<file path="config.mk">
export PLATFORM = sky130hd
export DESIGN_NAME = dtpb_top
export DESIGN_NICKNAME = d
export VERILOG_FILES = /design/src/logic/dtpb_pkg.sv /design/src/logic/dtpb_top.sv
export VERILOG_INCLUDE_DIRS = /design/src /design/src/logic
export SDC_FILE = /design/constraint.sdc
export NUM_CORES = 1
export LEC_CHECK = 0
export ABC_AREA = 1
export BUFFER_PORTS_ARGS = -buffer_cell sky130_fd_sc_hd__buf_4
export CAP_MARGIN = 5
export CORE_MARGIN = 2
export CORE_UTILIZATION = 40
export CTS_CLUSTER_DIAMETER = 120
export DETAILED_ROUTE_END_ITERATION = 6
export PLACE_DENSITY = 0.59
export SLEW_MARGIN = 20
export SYNTH_ARGS = -nofsm -noshare
export SYNTH_HDL_FRONTEND = slang
export SYNTH_SLANG_ARGS = --single-unit
</file>
<file path="constraint.sdc">
create_clock -name i_clk_sys -period 5.85 [get_ports i_clk_sys]
set_input_delay 1.755 -clock i_clk_sys [delete_from_list [all_inputs] [get_ports i_clk_sys]]
set_output_delay 1.755 -clock i_clk_sys [all_outputs]
set_load 0.02 [all_outputs]
</file>
<file path="src/logic/dtpb_cfg.svh">
`ifndef DTPB_CFG_SVH
`define DTPB_CFG_SVH

// Register byte offsets
`define DTPB_OFF_TMR0 6'h00
`define DTPB_OFF_T0CTRL 6'h04
`define DTPB_OFF_TMR1 6'h08
`define DTPB_OFF_T1CTRL1 6'h0C
`define DTPB_OFF_T1CTRL2 6'h10
`define DTPB_OFF_DUTY 6'h14
`define DTPB_OFF_PS1VAL 6'h18
`define DTPB_OFF_BUZZ 6'h1C
`define DTPB_OFF_INT 6'h20

// Interrupt register field positions
`define DTPB_INT_T0F 0
`define DTPB_INT_T1F 3
`define DTPB_INT_TIMER0_OVERFLOW_INT_EN 8
`define DTPB_INT_TIMER1_UNDERFLOW_INT_EN 11
`define DTPB_INT_GIE 15

// Reset values and full counts
`define DTPB_RST_BYTE 8'h00
`define DTPB_RST_T1CTRL2 8'h08
`define DTPB_T1_FULL 8'hFF
`define DTPB_T0_FULL 8'hFF

`endif

</file>
<file path="src/logic/dtpb_pkg.sv">
package dtpb_pkg;

   // Bus slave handshake state
   typedef enum logic {DTPB_BUS_IDLE, DTPB_BUS_ACK} dtpb_bus_st_t;

   // Up-counter control byte
   typedef struct packed {
      logic low_clock_select;
      logic timer0_source_select;
      logic timer0_edge_select;
      logic prescaler0_assign;
      logic [2:0] prescaler0_ratio;
      logic timer0_enable;
   } dtpb_t0_ctrl_t;

   // Down-counter mode and PWM byte
   typedef struct packed {
      logic pwm_output_enable;
      logic pwm_active_low;
      logic [2:0] rsvd;
      logic timer1_oneshot;
      logic timer1_reload_select;
      logic timer1_enable;
   } dtpb_t1_ctrl1_t;

   // Down-counter source and prescaler byte
   typedef struct packed {
      logic [1:0] rsvd;
      logic timer1_source_select;
      logic timer1_edge_select;
      logic prescaler1_disable_n;
      logic [2:0] prescaler1_ratio;
   } dtpb_t1_ctrl2_t;

   // Buzzer control byte
   typedef struct packed {
      logic buzzer_enable;
      logic [2:0] rsvd;
      logic [3:0] buzzer_freq_select;
   } dtpb_buzz_t;

endpackage : dtpb_pkg

</file>
<file path="src/logic/dtpb_top.sv">
// The implementer's own choices: the register addresses and the Avalon-MM slave port.
`timescale 1ns/1ns
`include "dtpb_cfg.svh"

module dtpb_top
   import dtpb_pkg::*;
(
   // Clock and reset
   input wire logic i_clk_sys,
   input wire logic i_srst,
   // Avalon-MM slave
   input wire logic [5:0] i_avs_address,
   input wire logic i_avs_read,
   input wire logic i_avs_write,
   input wire logic [31:0] i_avs_writedata,
   output logic [31:0] o_avs_readdata,
   output logic o_avs_waitrequest,
   // Pins and pin option straps
   input wire logic i_ext_clk_in,
   input wire logic i_low_osc,
   input wire logic i_cfg_pin_pwm,
   input wire logic i_cfg_pin_buzzer,
   // Shared output pin
   output logic o_pin_out,
   output logic o_pin_oe,
   // Interrupt request to the core
   output logic o_irq_req
);

   // Edge of a synchronised level, polarity chosen by fall
   function automatic logic edge_hit(input logic cur, input logic prev, input logic fall);
      return fall ? (prev & ~cur) : (cur & ~prev);
   endfunction : edge_hit

   // Low n bits of a divider counter all ones
   function automatic logic div_hit(input logic [7:0] cnt, input logic [3:0] n);
      logic [8:0] m;
      m = (9'h001 << n) - 9'h001;
      return (cnt & m[7:0]) == m[7:0];
   endfunction : div_hit

   // Word-aligned register select
   function automatic logic reg_is(input logic [5:0] a, input logic [5:0] off);
      return a[5:2] == off[5:2];
   endfunction : reg_is

   // Bus state and outputs
   dtpb_bus_st_t bus_st_ff; // Handshake phase
   logic waitreq_ff; // Low only in the ack cycle
   logic [31:0] rdata_ff; // Captured read data
   logic wr_fire; // Write takes effect
   logic [31:0] rd_mux; // Read selection

   // Register state
   dtpb_t0_ctrl_t t0c_ff;
   dtpb_t1_ctrl1_t t1c1_ff;
   dtpb_t1_ctrl2_t t1c2_ff;
   dtpb_buzz_t bz_ctl_ff;
   logic [7:0] duty_ff;
   logic [7:0] reload_ff;
   logic t0_ie_ff;
   logic t1_ie_ff;
   logic gie_ff;
   logic t0_flag_ff;
   logic t1_flag_ff;

   // Counters
   logic [7:0] t0_cnt_ff;
   logic [7:0] ps0_ff;
   logic [7:0] t1_cnt_ff;
   logic [7:0] ps1_ff;
   logic [7:0] bz_cnt_ff;
   logic bz_ff;

   // Synchronisers and edge history
   logic [1:0] ext_sync_ff;
   logic [1:0] losc_sync_ff;
   logic ext_prev_ff;
   logic losc_prev_ff;

   // Output flops
   logic pin_out_ff;
   logic pin_oe_ff;
   logic irq_ff;

   // Combinational events
   logic t0_src_tick;
   logic t0_tick;
   logic t0_ovf;
   logic t1_src_tick;
   logic ps1_out;
   logic t1_tick;
   logic t1_uf;
   logic pwm_level;
   logic bz_src;

   assign o_avs_readdata = rdata_ff;
   assign o_avs_waitrequest = waitreq_ff;
   assign o_pin_out = pin_out_ff;
   assign o_pin_oe = pin_oe_ff;
   assign o_irq_req = irq_ff;

   // Writes land on the edge the master sees waitrequest low
   assign wr_fire = i_avs_write & (bus_st_ff == DTPB_BUS_ACK);

   // One wait cycle per access; the ack cycle never re-arms
   always_ff @(posedge i_clk_sys) begin
      if (i_srst) begin
         bus_st_ff <= DTPB_BUS_IDLE;
         waitreq_ff <= 1'b1;
      end else if (bus_st_ff == DTPB_BUS_IDLE && (i_avs_read || i_avs_write)) begin
         bus_st_ff <= DTPB_BUS_ACK;
         waitreq_ff <= 1'b0;
      end else begin
         bus_st_ff <= DTPB_BUS_IDLE;
         waitreq_ff <= 1'b1;
      end
   end

   // Read mux; unmapped words read as zero
   always_comb begin
      rd_mux = 32'h0000_0000;
      if (reg_is(i_avs_address, `DTPB_OFF_TMR0)) begin
         rd_mux[7:0] = t0_cnt_ff;
      end else if (reg_is(i_avs_address, `DTPB_OFF_T0CTRL)) begin
         rd_mux[7:0] = t0c_ff;
      end else if (reg_is(i_avs_address, `DTPB_OFF_TMR1)) begin
         rd_mux[7:0] = t1_cnt_ff;
      end else if (reg_is(i_avs_address, `DTPB_OFF_T1CTRL1)) begin
         rd_mux[7:0] = t1c1_ff;
      end else if (reg_is(i_avs_address, `DTPB_OFF_T1CTRL2)) begin
         rd_mux[7:0] = t1c2_ff;
      end else if (reg_is(i_avs_address, `DTPB_OFF_DUTY)) begin
         rd_mux[7:0] = duty_ff;
      end else if (reg_is(i_avs_address, `DTPB_OFF_PS1VAL)) begin
         rd_mux[7:0] = ps1_ff;
      end else if (reg_is(i_avs_address, `DTPB_OFF_BUZZ)) begin
         rd_mux[7:0] = bz_ctl_ff;
      end else if (reg_is(i_avs_address, `DTPB_OFF_INT)) begin
         rd_mux[`DTPB_INT_T0F] = t0_flag_ff;
         rd_mux[`DTPB_INT_T1F] = t1_flag_ff;
         rd_mux[`DTPB_INT_TIMER0_OVERFLOW_INT_EN] = t0_ie_ff;
         rd_mux[`DTPB_INT_TIMER1_UNDERFLOW_INT_EN] = t1_ie_ff;
         rd_mux[`DTPB_INT_GIE] = gie_ff;
      end
   end

   // Read data captured at request, held through the ack edge
   always_ff @(posedge i_clk_sys) begin
      if (i_srst) begin
         rdata_ff <= 32'h0000_0000;
      end else if (bus_st_ff == DTPB_BUS_IDLE && i_avs_read) begin
         rdata_ff <= rd_mux;
      end
   end

   // Pin synchronisers; first stage feeds only the second
   always_ff @(posedge i_clk_sys) begin
      if (i_srst) begin
         ext_sync_ff <= 2'h0;
         losc_sync_ff <= 2'h0;
         ext_prev_ff <= 1'b0;
         losc_prev_ff <= 1'b0;
      end else begin
         ext_sync_ff <= {ext_sync_ff[0], i_ext_clk_in};
         losc_sync_ff <= {losc_sync_ff[0], i_low_osc};
         ext_prev_ff <= ext_sync_ff[1];
         losc_prev_ff <= losc_sync_ff[1];
      end
   end

   // Control registers; reserved bits stay zero
   always_ff @(posedge i_clk_sys) begin
      if (i_srst) begin
         t0c_ff <= `DTPB_RST_BYTE;
         t1c2_ff <= `DTPB_RST_T1CTRL2;
         duty_ff <= `DTPB_RST_BYTE;
         bz_ctl_ff <= `DTPB_RST_BYTE;
         t0_ie_ff <= 1'b0;
         t1_ie_ff <= 1'b0;
         gie_ff <= 1'b0;
      end else if (wr_fire) begin
         if (reg_is(i_avs_address, `DTPB_OFF_T0CTRL)) begin
            t0c_ff <= i_avs_writedata[7:0];
         end
         if (reg_is(i_avs_address, `DTPB_OFF_T1CTRL2)) begin
            t1c2_ff <= {2'b00, i_avs_writedata[5:0]};
         end
         if (reg_is(i_avs_address, `DTPB_OFF_DUTY)) begin
            duty_ff <= i_avs_writedata[7:0];
         end
         if (reg_is(i_avs_address, `DTPB_OFF_BUZZ)) begin
            bz_ctl_ff <= {i_avs_writedata[7], 3'b000, i_avs_writedata[3:0]};
         end
         if (reg_is(i_avs_address, `DTPB_OFF_INT)) begin
            t0_ie_ff <= i_avs_writedata[`DTPB_INT_TIMER0_OVERFLOW_INT_EN];
            t1_ie_ff <= i_avs_writedata[`DTPB_INT_TIMER1_UNDERFLOW_INT_EN];
            gie_ff <= i_avs_writedata[`DTPB_INT_GIE];
         end
      end
   end

   // Up-counter source: system clock, or edge of external pin or low oscillator
   always_comb begin
      if (!t0c_ff.timer0_source_select) begin
         t0_src_tick = 1'b1;
      end else if (t0c_ff.low_clock_select) begin
         t0_src_tick = edge_hit(losc_sync_ff[1], losc_prev_ff, t0c_ff.timer0_edge_select);
      end else begin
         t0_src_tick = edge_hit(ext_sync_ff[1], ext_prev_ff, t0c_ff.timer0_edge_select);
      end
   end

   // Prescaler0 bypassed when assigned away from the up-counter
   assign t0_tick = t0c_ff.timer0_enable & t0_src_tick &
                    (t0c_ff.prescaler0_assign |
                     div_hit(ps0_ff, {1'b0, t0c_ff.prescaler0_ratio} + 4'h1));
   assign t0_ovf = t0_tick & (t0_cnt_ff == `DTPB_T0_FULL) &
                   ~(wr_fire & reg_is(i_avs_address, `DTPB_OFF_TMR0));

   // Prescaler0 clears on any T0CTRL write that leaves it with the up-counter
   always_ff @(posedge i_clk_sys) begin
      if (i_srst) begin
         ps0_ff <= `DTPB_RST_BYTE;
      end else if (wr_fire && reg_is(i_avs_address, `DTPB_OFF_T0CTRL) && !i_avs_writedata[4]) begin
         ps0_ff <= `DTPB_RST_BYTE;
      end else if (t0c_ff.timer0_enable && t0_src_tick && !t0c_ff.prescaler0_assign) begin
         ps0_ff <= ps0_ff + 8'h01;
      end
   end

   // Up-counter; a software load beats a tick in the same cycle
   always_ff @(posedge i_clk_sys) begin
      if (i_srst) begin
         t0_cnt_ff <= `DTPB_RST_BYTE;
      end else if (wr_fire && reg_is(i_avs_address, `DTPB_OFF_TMR0)) begin
         t0_cnt_ff <= i_avs_writedata[7:0];
      end else if (t0_tick) begin
         t0_cnt_ff <= t0_cnt_ff + 8'h01;
      end
   end

   // Down-counter source and prescaler1 output
   assign t1_src_tick = t1c2_ff.timer1_source_select ?
                        edge_hit(ext_sync_ff[1], ext_prev_ff, t1c2_ff.timer1_edge_select) : 1'b1;
   assign ps1_out = t1c1_ff.timer1_enable & ~t1c2_ff.prescaler1_disable_n & t1_src_tick &
                    div_hit(ps1_ff, {1'b0, t1c2_ff.prescaler1_ratio} + 4'h1);
   assign t1_tick = t1c1_ff.timer1_enable &
                    (t1c2_ff.prescaler1_disable_n ? t1_src_tick : ps1_out);
   assign t1_uf = t1_tick & (t1_cnt_ff == 8'h00) &
                  ~(wr_fire & reg_is(i_avs_address, `DTPB_OFF_TMR1));

   // Prescaler1 runs only while enabled and the timer runs
   always_ff @(posedge i_clk_sys) begin
      if (i_srst) begin
         ps1_ff <= `DTPB_RST_BYTE;
      end else if (t1c1_ff.timer1_enable && !t1c2_ff.prescaler1_disable_n && t1_src_tick) begin
         ps1_ff <= ps1_ff + 8'h01;
      end
   end

   // Mode byte; one-shot underflow drops the enable
   always_ff @(posedge i_clk_sys) begin
      if (i_srst) begin
         t1c1_ff <= `DTPB_RST_BYTE;
      end else if (wr_fire && reg_is(i_avs_address, `DTPB_OFF_T1CTRL1)) begin
         t1c1_ff <= {i_avs_writedata[7:6], 3'b000, i_avs_writedata[2:0]};
      end else if (t1_uf && t1c1_ff.timer1_oneshot) begin
         t1c1_ff.timer1_enable <= 1'b0;
      end
   end

   // Down-counter and reload value
   always_ff @(posedge i_clk_sys) begin
      if (i_srst) begin
         t1_cnt_ff <= `DTPB_RST_BYTE;
         reload_ff <= `DTPB_RST_BYTE;
      end else if (wr_fire && reg_is(i_avs_address, `DTPB_OFF_TMR1)) begin
         t1_cnt_ff <= i_avs_writedata[7:0];
         reload_ff <= i_avs_writedata[7:0];
      end else if (t1_uf) begin
         if (t1c1_ff.timer1_oneshot) begin
            t1_cnt_ff <= 8'h00;
         end else if (t1c1_ff.timer1_reload_select) begin
            t1_cnt_ff <= reload_ff;
         end else begin
            t1_cnt_ff <= `DTPB_T1_FULL;
         end
      end else if (t1_tick) begin
         t1_cnt_ff <= t1_cnt_ff - 8'h01;
      end
   end

   // Sticky flags; hardware set wins over a software clear
   always_ff @(posedge i_clk_sys) begin
      if (i_srst) begin
         t0_flag_ff <= 1'b0;
         t1_flag_ff <= 1'b0;
      end else begin
         if (t0_ovf) begin
            t0_flag_ff <= 1'b1;
         end else if (wr_fire && reg_is(i_avs_address, `DTPB_OFF_INT) && !i_avs_writedata[`DTPB_INT_T0F]) begin
            t0_flag_ff <= 1'b0;
         end
         if (t1_uf) begin
            t1_flag_ff <= 1'b1;
         end else if (wr_fire && reg_is(i_avs_address, `DTPB_OFF_INT) && !i_avs_writedata[`DTPB_INT_T1F]) begin
            t1_flag_ff <= 1'b0;
         end
      end
   end

   // Request level to the core, gated by the master enable
   always_ff @(posedge i_clk_sys) begin
      if (i_srst) begin
         irq_ff <= 1'b0;
      end else begin
         irq_ff <= gie_ff & ((t0_flag_ff & t0_ie_ff) | (t1_flag_ff & t1_ie_ff));
      end
   end

   // Duty 0 never active; duty N active for N counter clocks
   assign pwm_level = t1c1_ff.timer1_enable & (t1_cnt_ff < duty_ff);

   // Buzzer source: prescaler1 output or down-counter underflow
   assign bz_src = bz_ctl_ff.buzzer_freq_select[3] ? t1_uf : ps1_out;

   // Buzzer divider; toggling halves again, so 2..256 overall
   always_ff @(posedge i_clk_sys) begin
      if (i_srst) begin
         bz_cnt_ff <= `DTPB_RST_BYTE;
         bz_ff <= 1'b0;
      end else if (!bz_ctl_ff.buzzer_enable) begin
         bz_cnt_ff <= `DTPB_RST_BYTE;
         bz_ff <= 1'b0;
      end else if (bz_src) begin
         bz_cnt_ff <= bz_cnt_ff + 8'h01;
         if (div_hit(bz_cnt_ff, {1'b0, bz_ctl_ff.buzzer_freq_select[2:0]})) begin
            bz_ff <= ~bz_ff;
         end
      end
   end

   // Shared pin; PWM has priority if both options are set
   always_ff @(posedge i_clk_sys) begin
      if (i_srst) begin
         pin_out_ff <= 1'b0;
         pin_oe_ff <= 1'b0;
      end else if (t1c1_ff.pwm_output_enable && i_cfg_pin_pwm) begin
         pin_out_ff <= pwm_level ^ t1c1_ff.pwm_active_low;
         pin_oe_ff <= 1'b1;
      end else if (bz_ctl_ff.buzzer_enable && i_cfg_pin_buzzer) begin
         pin_out_ff <= bz_ff;
         pin_oe_ff <= 1'b1;
      end else begin
         pin_out_ff <= 1'b0;
         pin_oe_ff <= 1'b0;
      end
   end

endmodule : dtpb_top

</file>
# After elaboration in Yosys (flattened, before gate mapping)
# Index checks and enable logic that the tools add are counted.
[totals]
regBits = 108
latch_bits = 0
mem_bits_rw = 0
rom_bits = 0
input_bits = 46
out_inout_bits = 36
n_memories = 0
[classes]
add_sub_neg = 10
mul = 0
div_mod_pow = 0
order_cmp = 1
n_eq_ne = 12
shifts = 3
n_mux = 67
bitwise_logic = 37
reduce_logical = 38
[op_table]
columns = ["op", "n"]
rows = [
  ["2-to-1 mux 8 bit", 14],
  ["2-to-1 mux 1 bit", 51],
  ["adder 8 x 1 -> 8 bit, second input constant", 4],
  ["subtractor 8 x 1 -> 8 bit, second input constant", 4],
  ["bitwise AND 8 bit", 3],
  ["equality test 8 bit", 3],
  ["bitwise AND 1 bit", 21],
  ["logical AND 1 bit", 17],
  ["equality test 4 x 3 -> 1 bit, second input constant", 4],
  ["left shift 1 x 4 -> 8 bit, first input constant", 2],
  ["AND reduction 2 bit", 6],
  ["inverter 1 bit", 10],
  ["adder 3 x 1 -> 4 bit, second input constant", 2],
  ["equality test 4 x 2 -> 1 bit, second input constant", 2],
  ["equality test 8 bit, second input constant", 1],
  ["zero test 8 bit", 1],
  ["< comparator 8 bit", 1],
  ["nonzero test 2 bit", 4],
  ["left shift 1 x 3 -> 8 bit, first input constant", 1],
  ["zero test 1 bit", 5],
  ["equality test 4 x 1 -> 1 bit, second input constant", 1],
  ["equality test 4 bit, second input constant", 1],
  ["zero test 4 bit", 1],
  ["2-to-1 mux 4 bit", 1],
  ["other kinds (6)", 8],
]

# Longest topological paths before layout
# Gate-level depths: netlist (run 1).
[logic_depth]
ltp_word = 13
mapped_depth = 17

# Worst setup path after synthesis (run 1)
# No wires, ideal clock.
[synth_timing]
path_type = "input -> register"
start = "input port i_avs_address[5]"
end = "register t1_cnt_ff[6]"
setup_time_ns = 0.132
t_arrival_ns = 2.876
required_ns = 5.718
slack_ns = 2.841
path_stages = 9
path_buffers = 1
path_cell_list = "nor2_2 nand2_2 nor2_2 inv_2 clkbuf_1 nand3_1 nand2_1 inv_1 a21oi_1"
[synth_via]
elab_chain_len = 6
[synth_lines]
columns = ["item", "line", "text"]
rows = [
  ["from (decl)", "dtpb_top.sv:12", "input wire logic [5:0] i_avs_address,"],
  ["equality test 4 x 2 -> 1 bit (*)", "dtpb_top.sv:44", "return a[5:2] == off[5:2];"],
  ["bitwise AND 1 bit", "dtpb_top.sv:251", "~(wr_fire & reg_is(i_avs_address, `DTPB_OFF_TMR1));"],
  ["inverter 1 bit", "dtpb_top.sv:251", ""],
  ["bitwise AND 1 bit", "dtpb_top.sv:250", "assign t1_uf = t1_tick & (t1_cnt_ff == 8'h00) &"],
  ["2-to-1 mux 8 bit", "dtpb_top.sv:281", "end else if (t1_uf) begin"],
  ["2-to-1 mux 8 bit", "dtpb_top.sv:278", "end else if (wr_fire && reg_is(i_avs_address, `DTPB_OFF_TMR1)) begin"],
  ["to (signal assigned)", "dtpb_top.sv:276", "t1_cnt_ff <= `DTPB_RST_BYTE;"],
  ["to (signal assigned)", "dtpb_top.sv:279", "t1_cnt_ff <= i_avs_writedata[7:0];"],
  ["to (signal assigned)", "dtpb_top.sv:285", "t1_cnt_ff <= reload_ff;"],
  ["to (decl)", "dtpb_top.sv:70", "logic [7:0] t1_cnt_ff;"],
]
# Mark *: on every way between the ends. The rest lies on a longest branch, timed or not.
# A chain may end at the register's enable or synchronous reset.

# Worst setup path after layout (run 1)
[layout_timing]
start = "input port i_avs_address[5]"
end = "register ps0_ff[4]"
[layout_via]
elab_chain_len = 4
[layout_lines]
columns = ["item", "line", "text"]
rows = [
  ["equality test 4 x 1 -> 1 bit", "dtpb_top.sv:44", ""],
  ["logical AND 1 bit (2 in series)", "dtpb_top.sv:225", "end else if (wr_fire && reg_is(i_avs_address, `DTPB_OFF_T0CTRL) && !i_avs_writedata[4]) begin"],
  ["OR reduction 2 bit (no line)", "--", ""],
  ["to (signal assigned)", "dtpb_top.sv:224", "ps0_ff <= `DTPB_RST_BYTE;"],
  ["to (signal assigned)", "dtpb_top.sv:226", "ps0_ff <= `DTPB_RST_BYTE;"],
  ["to (signal assigned)", "dtpb_top.sv:228", "ps0_ff <= ps0_ff + 8'h01;"],
  ["to (decl)", "dtpb_top.sv:69", "logic [7:0] ps0_ff;"],
]
# No other way between the ends.

==> results of run 1 <==
## through the flow
stage	hold slack (ns)	cell area [µm²]	util, %	total power [mW]	instances
2_1_floorplan	0.3883	5823	-	0.8318	863
3_3_place_gp	0.3975	6096	43.75	0.8608	1043
3_5_place_dp	0.3983	6096	43.75	0.8615	1043
4_1_cts	0.4083	6391	45.87	1.478	1059
5_1_grt	0.4210	6391	45.87	1.515	1059
6_report	0.4072	6391	45.87	1.464	1059
## Yosys cell counts (2+ instances only)
library cell    n
a211oi_1        2
a21oi_1       114
buf_1           2
buf_4          21
buf_6           2
clkbuf_1       12
conb_1          2
dfxtp_1       107
ha_1           15
inv_1         121
inv_2           3
nand2_1       168
nand2_4         2
nand3_1        54
nand3_2         4
nand4_1        13
nor2_1         54
nor2_2          4
nor3_1          7
nor3b_1         4
nor4_1          3
o2111ai_1       2
o211ai_1        2
o21a_1          2
o21ai_0        81
o21ai_1         5
o22ai_1         7
o31ai_1         3
or2_2           3
xnor2_1         3
xor2_1         10
## logic make-up after synthesis
group	share of synthesized area, %
buf+inv	12.31
other cells	0.1307
fa+ha+maj	3.267
simple gates	24.77
flops	37.29
xor+xnor	1.982
compound gates	20.26
## state kept, by name (all words and copies together) (netlist names), 2 cells and up
register / cells
ps1_ff: 8
t0c_ff: 8
t0_cnt_ff: 8
t1_cnt_ff: 8
t1c2_ff: 6
t1c1_ff: 5
o_avs_readdata: 11
ext_sync_ff: 2
losc_sync_ff: 2
ps0_ff: 8
bz_cnt_ff: 7
reload_ff: 8
duty_ff: 8
bz_ctl_ff: 5
## layout make-up
cell class                 count  area (µm²)
inverter                     125       469.2
clock buffer                  10       229.0
multi-input combinational    593        2974
sequential                   107        2142
fill                        1512        7543
timing repair buffer          38       285.3
clock inverter                 6       66.31
tap                          180       225.2
## worst register-to-register path: cells and delay by family (launching register included)
family | cells | cell delay, ns
AO/OA/AOI/OAI | 3 | 0.76
AND/OR/NAND/NOR | 7 | 0.99
flip-flops | 1 | 0.38
adder cells (fa/ha/maj) | 1 | 0.27
buffers and inverters | 1 | 0.14
## where the power goes
part           switching (mW)  leakage [nW]  internal [mW]
Clock                   0.287         0.135          0.332
Sequential            0.00523         0.864          0.735
Combinational          0.0750          1.57         0.0298
Total                   0.367          2.57           1.10
## cells in the final DEF (no fill, tap or decap), types with 3 or more instances in the layout
master | netlist | layout
inv_2 | 3 | 3
o21ai_1 | 5 | 5
xnor2_1 | 3 | 3
nor2_1 | 54 | 54
nor2_2 | 4 | 4
nand3_1 | 54 | 54
o31ai_1 | 3 | 3
xor2_1 | 10 | 10
nor4_1 | 3 | 3
dfxtp_1 | 107 | 107
inv_1 | 121 | 121
nor3b_1 | 4 | 4
nand3_2 | 4 | 4
conb_1 | 2 | 23
or2_2 | 3 | 3
nand2_1 | 168 | 168
nand4_1 | 13 | 13
buf_4 | 21 | 38
ha_1 | 15 | 15
o21ai_0 | 81 | 81
nor3_1 | 7 | 7
clkinvlp_4 | 0 | 3
clkbuf_16 | 0 | 9
o22ai_1 | 7 | 7
a21oi_1 | 114 | 114
## metal layers
layer  GRT usage [%]  up-vias  routed length (µm)
li1                -     2800                   -
met5               0        -                   0
met3           4.121       30                 672
met1           29.18     2439                7524
met4           7.884        0                 391
met2           33.86      108                7100
## worst paths after layout
| check | start | to | slack, ns | cells after the start |
|---|---|---|---|---|
| setup reg to reg | t1c2_ff[2] | bz_cnt_ff[3] | 3.20 | 12 |
| hold reg to reg | losc_sync_ff[0] | losc_sync_ff[1] | 0.41 | 2 |
| setup / recovery | i_avs_address[5] | ps0_ff[4] | 2.46 | 9 |
| hold / removal | losc_sync_ff[0] | losc_sync_ff[1] | 0.41 | 2 |
==> flow_metrics.py, run 1 <==
metrics = {
    "setup_path": {
        "crit_buf_inv": 3,
        "end_kind": "flop",
        "crit_type": "input pin to flop",
        "worst_path_most_repeated_cell": "inv_1",
        "crit_required_ns": 6.10,
        "crit_fanout": 11,
        "path_cells": "buf_4 > nor2_2 > nand2_1 > nor2_1 > inv_1 > o21ai_1 > inv_1 > o21ai_0 > a21oi_1",
        "cpPeakStageDelay_ns": 0.58,
        "cpMaxStageDelayCell": "o21ai_1",
        "cp-start-kind": "input pin",
        "cp_data_arrival_time_ns": 3.63,
        "crit_family": "compound AO/OA/AOI/OAI gates",
    },
    "sta": {
        "worst_slew_pin_slew_ns": 0.7717,
        "fin_tns_setup_ns": 0,
        "rsz0062_at_grt": "false",
        "finalCritPeriodShare_pct": 57.88,
        "period_needed_ns": 3.386,
        "clock_skew_ns": 0.007897,
        "setup_viol_count_final": 0,
        "slew_headroom_pct": 48.21,
        "fmax_mhz": 295.4,
        "finalMaxSlewViolations": 0,
        "layout_setup_ws_ns": 2.464,
        "hold_violations": 0,
    },
    "synthesis": {
        "yosys.area.top_type": "dfxtp_1",
        "synthTopCellsByArea": "dfxtp_1 (37%), nand2_1 (11%), a21oi_1 (9.9%)",
        "yosysWarnings": 0,
        "synth_cell_types": 41,
        "synth_top_area_share_pct": 37.29,
        "ys_ff_latch": 107,
        "syn-cell-area_um2": 5744,
        "synthArstFlopShare_pct": 0,
        "synth_edf_count": 0,
        "synthCells": 842,
        "synthFlopType": "dfxtp_1",
        "ys_seq_area_share_pct": 37.29,
        "avgSynthCellArea_um2": 6.822,
    },
    "clock_tree": {
        "cts_hold_buf": 0,
        "cts_tree": "yes",
        "clk_latency_ns": 0.36,
        "cts_resized": 0,
        "htree_num_levels": 3,
        "cts_setup_buffers": 0,
        "clk_path_buf_depth": 2,
        "cts_made_buffers": 9,
        "clk_pin_slew_ns": 0.07,
        "cts.sinks": 107,
        "clock_tree.root_cell": "clkbuf_16",
    },
    "global_route": {
        "grt_pass1_vias": 4910,
        "grtUsageTotal_pct": 21.47,
        "grt_pass1_wl_um": 25140,
        "grt_max_degree": 48,
        "grt_antenna_before_repair": 0,
        "grt_overflow": 0,
    },
    "die": {
        "die-area_um2": 15340,
        "initial_core_util_pct": 41.22,
        "rows": 43,
        "core-area_um2": 13930,
        "pin_count": 82,
        "dieHeight_um": 123.8,
        "die-width_um": 123.8,
    },
    "run": {
        "drv_cap": 0,
    },
    "power": {
        "p_leak_nw": 2.565,
        "p_per_area_nw_per_um2": 229.1,
        "irDropWorstVdd_mv": 0.1394,
    },
    "drt": {
        "drtPass1Iterations": 5,
        "final_antenna_net_count": 0,
        "drt-vias-per-instance": 5.077,
        "wl_um": 15690,
        "wire_per_inst_um": 14.81,
        "drt_iter0_drc": 334,
        "vias": 5377,
        "drc": 0,
    },
    "outcome": {
        "outcome": "complete, no violations",
    },
    "cells_and_area": {
        "diodes": 0,
        "num-nets-final": 935,
        "syn2layout_area_growth_pct": 11.26,
        "final_layout_size_suffix_gt1_share_pct": 8.305,
    },
    "placement": {
        "port_buffers": 37,
        "preCtsSetupSlack_ns": 2.103,
        "place_congestion": 0.8966,
        "dpl.hpwl_um": 11410,
    },
    "worst_hold_path": {
        "hp-class": "flop to flop",
    },
}
Note: power is estimated with default switching activity, not from simulation.
==> inputs of run 2 (changes only) <==
--- a/config.mk
+++ b/config.mk
@@ -6,14 +6,14 @@
 export SDC_FILE = /design/constraint.sdc
 export NUM_CORES = 1
 export LEC_CHECK = 0
-export ABC_AREA = 1
+export ABC_AREA = 0
 export BUFFER_PORTS_ARGS = -buffer_cell sky130_fd_sc_hd__buf_4
 export CAP_MARGIN = 5
 export CORE_MARGIN = 2
 export CORE_UTILIZATION = 40
 export CTS_CLUSTER_DIAMETER = 120
 export DETAILED_ROUTE_END_ITERATION = 6
-export PLACE_DENSITY = 0.59
+export PLACE_DENSITY = 0.61
 export SLEW_MARGIN = 20
 export SYNTH_ARGS = -nofsm -noshare
 export SYNTH_HDL_FRONTEND = slang
==> constraint.sdc (replaced) <==
create_clock -name i_clk_sys -period 3 [get_ports i_clk_sys]
set_input_delay 0.9 -clock i_clk_sys [delete_from_list [all_inputs] [get_ports i_clk_sys]]
set_output_delay 0.9 -clock i_clk_sys [all_outputs]
set_load 0.02 [all_outputs]
==> flow_metrics.py, run 2 <==
metrics = {
    "drt": {
        "wire_per_inst_um": 17.04,
        "final_antenna_net_count": 0,
        "drt_iter0_drc": 505,
        "vias": 5249,
        "drtPass1Iterations": 5,
        "drt-vias-per-instance": 5.620,
        "drc": 0,
        "wl_um": 15920,
    },
    "setup_path": {
        "cp-start-kind": "flop",
        "crit_required_ns": 3.30,
        "cpMaxStageDelayCell": "or4b_1",
        "worst_r2r_startpoint": "t1c2_ff[2]",
        "cpPeakStageDelay_ns": 0.52,
        "path_cells": "or3_1 > ha_1 > o221ai_1 > nor4_1 > a31o_2 > or4b_1 > or4_1 > nand4_1",
        "crit_type": "flop to flop",
        "end_kind": "flop",
        "crit_fanout": 10,
        "cp_data_arrival_time_ns": 3.12,
        "ff2ff_path_depth": 8,
        "startpoint": "t1c2_ff[2]",
    },
    "synthesis": {
        "ys_ff_latch": 107,
        "ys_seq_area_share_pct": 37.63,
        "synth_common_cells": "dfxtp_1 (107), nor2_1 (86), nand2_1 (80), a21oi_1 (53), o21ai_0 (34)",
        "synth_edf_count": 0,
        "yosys.area.top_type": "dfxtp_1",
        "yosysMostFrequentCell": "dfxtp_1",
        "synth_cell_types": 68,
        "syn-cell-area_um2": 5693,
        "synthArstFlopShare_pct": 0,
        "avgSynthCellArea_um2": 8.075,
        "synthTopCellsByArea": "dfxtp_1 (38%), nor2_1 (5.7%), nand2_1 (5.3%)",
        "synthFlopType": "dfxtp_1",
        "yosysWarnings": 0,
        "synth_top_area_share_pct": 37.63,
        "synthCells": 705,
    },
    "sta": {
        "rsz0062_at_grt": "false",
        "hold_slack_ns": 0.4412,
        "worst_slew_pin_slew_ns": 0.8820,
        "layout_setup_ws_ns": 0.1762,
        "fmax_mhz": 354.1,
        "fin_tns_setup_ns": 0,
        "finalMaxSlewViolations": 0,
        "setup_viol_count_final": 0,
        "period_needed_ns": 2.824,
        "clock_skew_ns": 0.009975,
        "slew_headroom_pct": 41.08,
        "finalCritPeriodShare_pct": 94.13,
        "hold_violations": 0,
    },
    "cells_and_area": {
        "syn2layout_area_growth_pct": 14.64,
        "largest_reg_flops": 11,
        "design_area_um2": 6526,
        "final_layout_size_suffix_gt1_share_pct": 12.47,
        "final_common_cell": "dfxtp_1",
        "diodes": 0,
        "fin_cells": 934,
        "fin_util_pct": 47.02,
        "num-nets-final": 810,
        "mostFrequentLayoutCells": "dfxtp_1 (107), nor2_1 (86), nand2_1 (80)",
    },
    "global_route": {
        "grt_overflow": 0,
        "grtUsageTotal_pct": 21.77,
        "grt_pass1_wl_um": 25220,
        "grt_max_degree": 44,
        "grt_pass1_vias": 4892,
        "grt_antenna_before_repair": 0,
    },
    "power": {
        "p_per_area_nw_per_um2": 459.4,
        "clkPwrFrac_pct": 43.3,
        "power_frac_comb_pct": 8.3,
        "p_sw_uw": 718.6,
        "p_total_mw": 2.998,
        "irDropWorstVdd_mv": 0.2774,
        "p_leak_nw": 2.343,
        "swShare_pct": 23.97,
        "p_int_mw": 2.279,
        "p_seq_share_pct": 48.5,
    },
    "clock_tree": {
        "clock_tree.root_cell": "clkbuf_16",
        "htree_num_levels": 3,
        "cts_tree": "yes",
        "cts_hold_buf": 0,
        "cts_setup_buffers": 0,
        "clk_latency_ns": 0.36,
        "cts_made_buffers": 9,
        "clk_path_buf_depth": 2,
        "clk_pin_slew_ns": 0.07,
        "cts.sinks": 107,
        "cts_resized": 0,
    },
    "die": {
        "die-width_um": 123.3,
        "pin_count": 82,
        "dieHeight_um": 123.3,
        "rows": 43,
        "core-area_um2": 13880,
        "initial_core_util_pct": 41.01,
        "die-area_um2": 15200,
    },
    "placement": {
        "dpl.hpwl_um": 11500,
        "dp_cells": 918,
        "place_area_um2": 6207,
        "place_congestion": 0.9496,
        "port_buffers": 37,
        "preCtsSetupSlack_ns": 0.07592,
    },
    "worst_hold_path": {
        "hp-class": "flop to flop",
        "hold_path.startpoint": "ext_sync_ff[0]",
        "worstHoldPathCells": 1,
    },
    "run": {
        "drv_cap": 0,
    },
    "outcome": {
        "outcome": "complete, no violations",
    },
}
==> run 2: cell count changes after synthesis, sizes merged, moves of 11 or more <==
cell    before  now
a21oi      114   53
nand3       59   22
nand2b       0   13
nor2b        0   13
inv        124   22
nand2      171   80
nor2        58   87
o21ai       86   34
mux2i        0   20
a22oi        0   12
clkbuf      12   23
==> run 2: path summary, 6_finish.rpt <==
| kind | slack, ns | end |
|---|---|---|
| worst max-delay path | 0.18 | t1_cnt_ff[5] |
| worst min-delay path | 0.44 | ext_sync_ff[1] |
| worst max register to register | 0.18 | t1_cnt_ff[5] |
| worst min register to register | 0.44 | ext_sync_ff[1] |
==> run 2: metal layers <==
layer	global-route usage (%)	share of wire [%]	vias up
met5	0	0	-
met4	8.665	2.3	0
met3	3.321	6.4	26
met2	35.06	46	175
met1	29.20	45	2504
li1	-	-	2544
==> run 2: critical path: cells and delay by family (launching register included) <==
kind	cells	cell delay, ns
AND/OR/NAND/NOR	5	1.67
flip-flops	1	0.41
AO/OA/AOI/OAI	2	0.38
adder cells (fa/ha/maj)	1	0.29
==> run 2: logic make-up (layout without fill, tap and decap cells) <==
group,Yosys count,after routing,share of synthesized area [%]
and+or+nand+nor,286,286,24.53
xor gates and xnor gates,25,25,3.846
buffers and inverters,79,107,6.791
adders and majority gates,15,15,3.297
muxes,25,25,5.099
DFF,107,107,37.63
other,2,23,0.1319
AOI/OAI and AO/OA,166,166,18.68
==> run 2: cell type report <==
class,count,area [µm²]
well taps,180,225.2
repair buffers,68,510.5
inverters,23,86.33
fillers,1373,7355
clock buffers,13,250.2
clock inverters,3,68.82
flip-flops and latches,107,2142
multi-input cells,540,3243
==> run 2: power by group through the flow <==
stage                     sequential (mW)  combinational [mW]  clock, mW
after detailed placement             1.49               0.246          0
final                                1.45               0.248       1.30
after floorplan                      1.49               0.161          0
after global placement               1.49               0.243          0
after CTS                            1.45               0.247       1.32
after global routing                 1.45               0.272       1.37
==> inputs of run 3 (changes only) <==
--- a/config.mk
+++ b/config.mk
@@ -10,11 +10,12 @@
 export BUFFER_PORTS_ARGS = -buffer_cell sky130_fd_sc_hd__buf_4
 export CAP_MARGIN = 5
 export CORE_MARGIN = 2
-export CORE_UTILIZATION = 40
+export CORE_UTILIZATION = 50
 export CTS_CLUSTER_DIAMETER = 120
 export DETAILED_ROUTE_END_ITERATION = 6
-export PLACE_DENSITY = 0.61
+export PLACE_DENSITY = 0.74
 export SLEW_MARGIN = 20
 export SYNTH_ARGS = -nofsm -noshare
 export SYNTH_HDL_FRONTEND = slang
 export SYNTH_SLANG_ARGS = --single-unit
+export TNS_END_PERCENT = 5
==> flow_metrics.py, run 3 (synthesized netlist as in run 2, its figures left out) <==
metrics = {
    "cells_and_area": {
        "diodes": 0,
        "regArea_um2": 2142,
        "final_layout_size_suffix_gt1_share_pct": 12.62,
        "fillers": 1007,
        "syn2layout_area_growth_pct": 13.36,
        "multi_input_area_um2": 3243,
        "largest_reg_flops": 11,
        "num-nets-final": 809,
        "fin_util_pct": 58.76,
        "mostFrequentLayoutCells": "dfxtp_1 (107), nor2_1 (86), nand2_1 (80)",
        "final_common_cell": "dfxtp_1",
        "fin_cells": 893,
    },
    "die": {
        "pin_count": 82,
        "die-width_um": 110.7,
        "initial_core_util_pct": 51.83,
        "dieHeight_um": 110.7,
        "rows": 38,
        "core-area_um2": 10980,
        "die-area_um2": 12260,
    },
    "drt": {
        "wl_um": 15540,
        "final_antenna_net_count": 0,
        "vias": 5286,
        "drc": 0,
        "drt_iter0_drc": 595,
        "drtPass1Iterations": 5,
        "drt-vias-per-instance": 5.919,
        "wire_per_inst_um": 17.40,
    },
    "setup_path": {
        "cp-start-kind": "flop",
        "end_kind": "flop",
        "reg2reg_to": "t1_cnt_ff[5]",
        "crit_fanout": 10,
        "worst_r2r_startpoint": "t1c2_ff[2]",
        "crit_type": "flop to flop",
        "crit_required_ns": 3.29,
        "ff2ff_path_depth": 8,
        "cp_data_arrival_time_ns": 3.10,
        "r2r_slack_ns": 0.19,
    },
    "placement": {
        "dpl.hpwl_um": 11010,
        "dp_cells": 877,
        "port_buffers": 37,
        "place_congestion": 0.9300,
        "preCtsSetupSlack_ns": 0.03533,
    },
    "sta": {
        "fin_tns_setup_ns": 0,
        "worst_slew_pin_slew_ns": 0.8628,
        "finalCritPeriodShare_pct": 93.63,
        "hold_violations": 0,
        "finalMaxSlewViolations": 0,
        "rsz0062_at_grt": "false",
        "period_needed_ns": 2.809,
        "clock_skew_ns": 0.006982,
        "slew_headroom_pct": 42.36,
        "setup_viol_count_final": 0,
        "layout_setup_ws_ns": 0.1911,
        "fmax_mhz": 356.0,
    },
    "global_route": {
        "grt_overflow": 0,
        "grt_antenna_before_repair": 0,
        "grt_pass1_vias": 4946,
        "grt_pass1_wl_um": 25130,
        "grtUsageTotal_pct": 25.42,
        "grt_max_degree": 79,
    },
    "clock_tree": {
        "clk_latency_ns": 0.36,
        "cts.sinks": 107,
        "cts_tree": "yes",
        "cts_made_buffers": 9,
        "clk_path_buf_depth": 2,
        "clk_pin_slew_ns": 0.07,
        "cts_hold_buf": 0,
        "cts_resized": 0,
        "clock_tree.root_cell": "clkbuf_16",
        "htree_num_levels": 3,
        "cts_setup_buffers": 0,
    },
    "power": {
        "p_per_area_nw_per_um2": 450.4,
        "irDropWorstVdd_mv": 0.6094,
        "p_total_mw": 2.907,
        "p_leak_nw": 2.322,
    },
    "outcome": {
        "outcome": "complete, no violations",
    },
    "worst_hold_path": {
        "hold_path.startpoint": "ext_sync_ff[0]",
        "worstHoldPathCells": 1,
        "hold-path-endpoint": "ext_sync_ff[1]",
        "hp-class": "flop to flop",
    },
    "run": {
        "drv_cap": 0,
    },
}
-- run 3: worst max-delay path by stage --
stage	start	end	slack, ns	cells past startpoint
2_1_floorplan	i_avs_address[2]	t1_cnt_ff[5]	0.22	7
3_3_place_gp	i_avs_address[2]	t1_cnt_ff[5]	0.09	7
3_5_place_dp	i_avs_address[2]	t1_cnt_ff[4]	0.04	7
4_1_cts	t1c2_ff[2]	t1_cnt_ff[5]	0.24	8
5_1_grt	t1c2_ff[2]	t1_cnt_ff[4]	0.07	8
6_report	t1c2_ff[2]	t1_cnt_ff[5]	0.19	8
-- run 3: report_power, final --
part	switching, mW	internal, mW	total [mW]	leakage [nW]
logic	0.164	0.0821	0.246	1.32
registers	0.0157	1.44	1.45	0.865
clock network	0.534	0.673	1.21	0.138
-- run 3: metal layers --
metal / global-route usage [%] / wire, µm / up-vias
met5: 0 / 0 / -
met4: 9.333 / 530 / 0
met3: 6.014 / 1157 / 41
met2: 40.53 / 7149 / 208
met1: 33.62 / 6701 / 2500
li1: - / - / 2537
-- run 3: area by class of cell --
cell class | instances | area share (%)
Clock inverter | 5 | 0.9500
Multi-Input combinational cell | 540 | 50.25
Tap cell | 140 | 2.714
Clock buffer | 11 | 3.761
Sequential cell | 107 | 33.19
Inverter | 23 | 1.338
Timing Repair Buffer | 67 | 7.794
-- run 3: stage by stage --
step | area, µm² | hold WS [ns]
floorplan | 5772 | 0.4138
global placement | 6150 | 0.4253
detailed placement | 6150 | 0.4280
CTS | 6454 | 0.4423
global route | 6454 | 0.4646
finish | 6454 | 0.4364
-- run 3: critical path, stage by stage, from the launching register on --
cell      delay [ns]
dfxtp_1         0.40
or3_1           0.39
ha_1            0.30
o221ai_1        0.11
nor4_1          0.24
a31o_2          0.25
or4b_1          0.54
or4_1           0.44
nand4_1         0.10
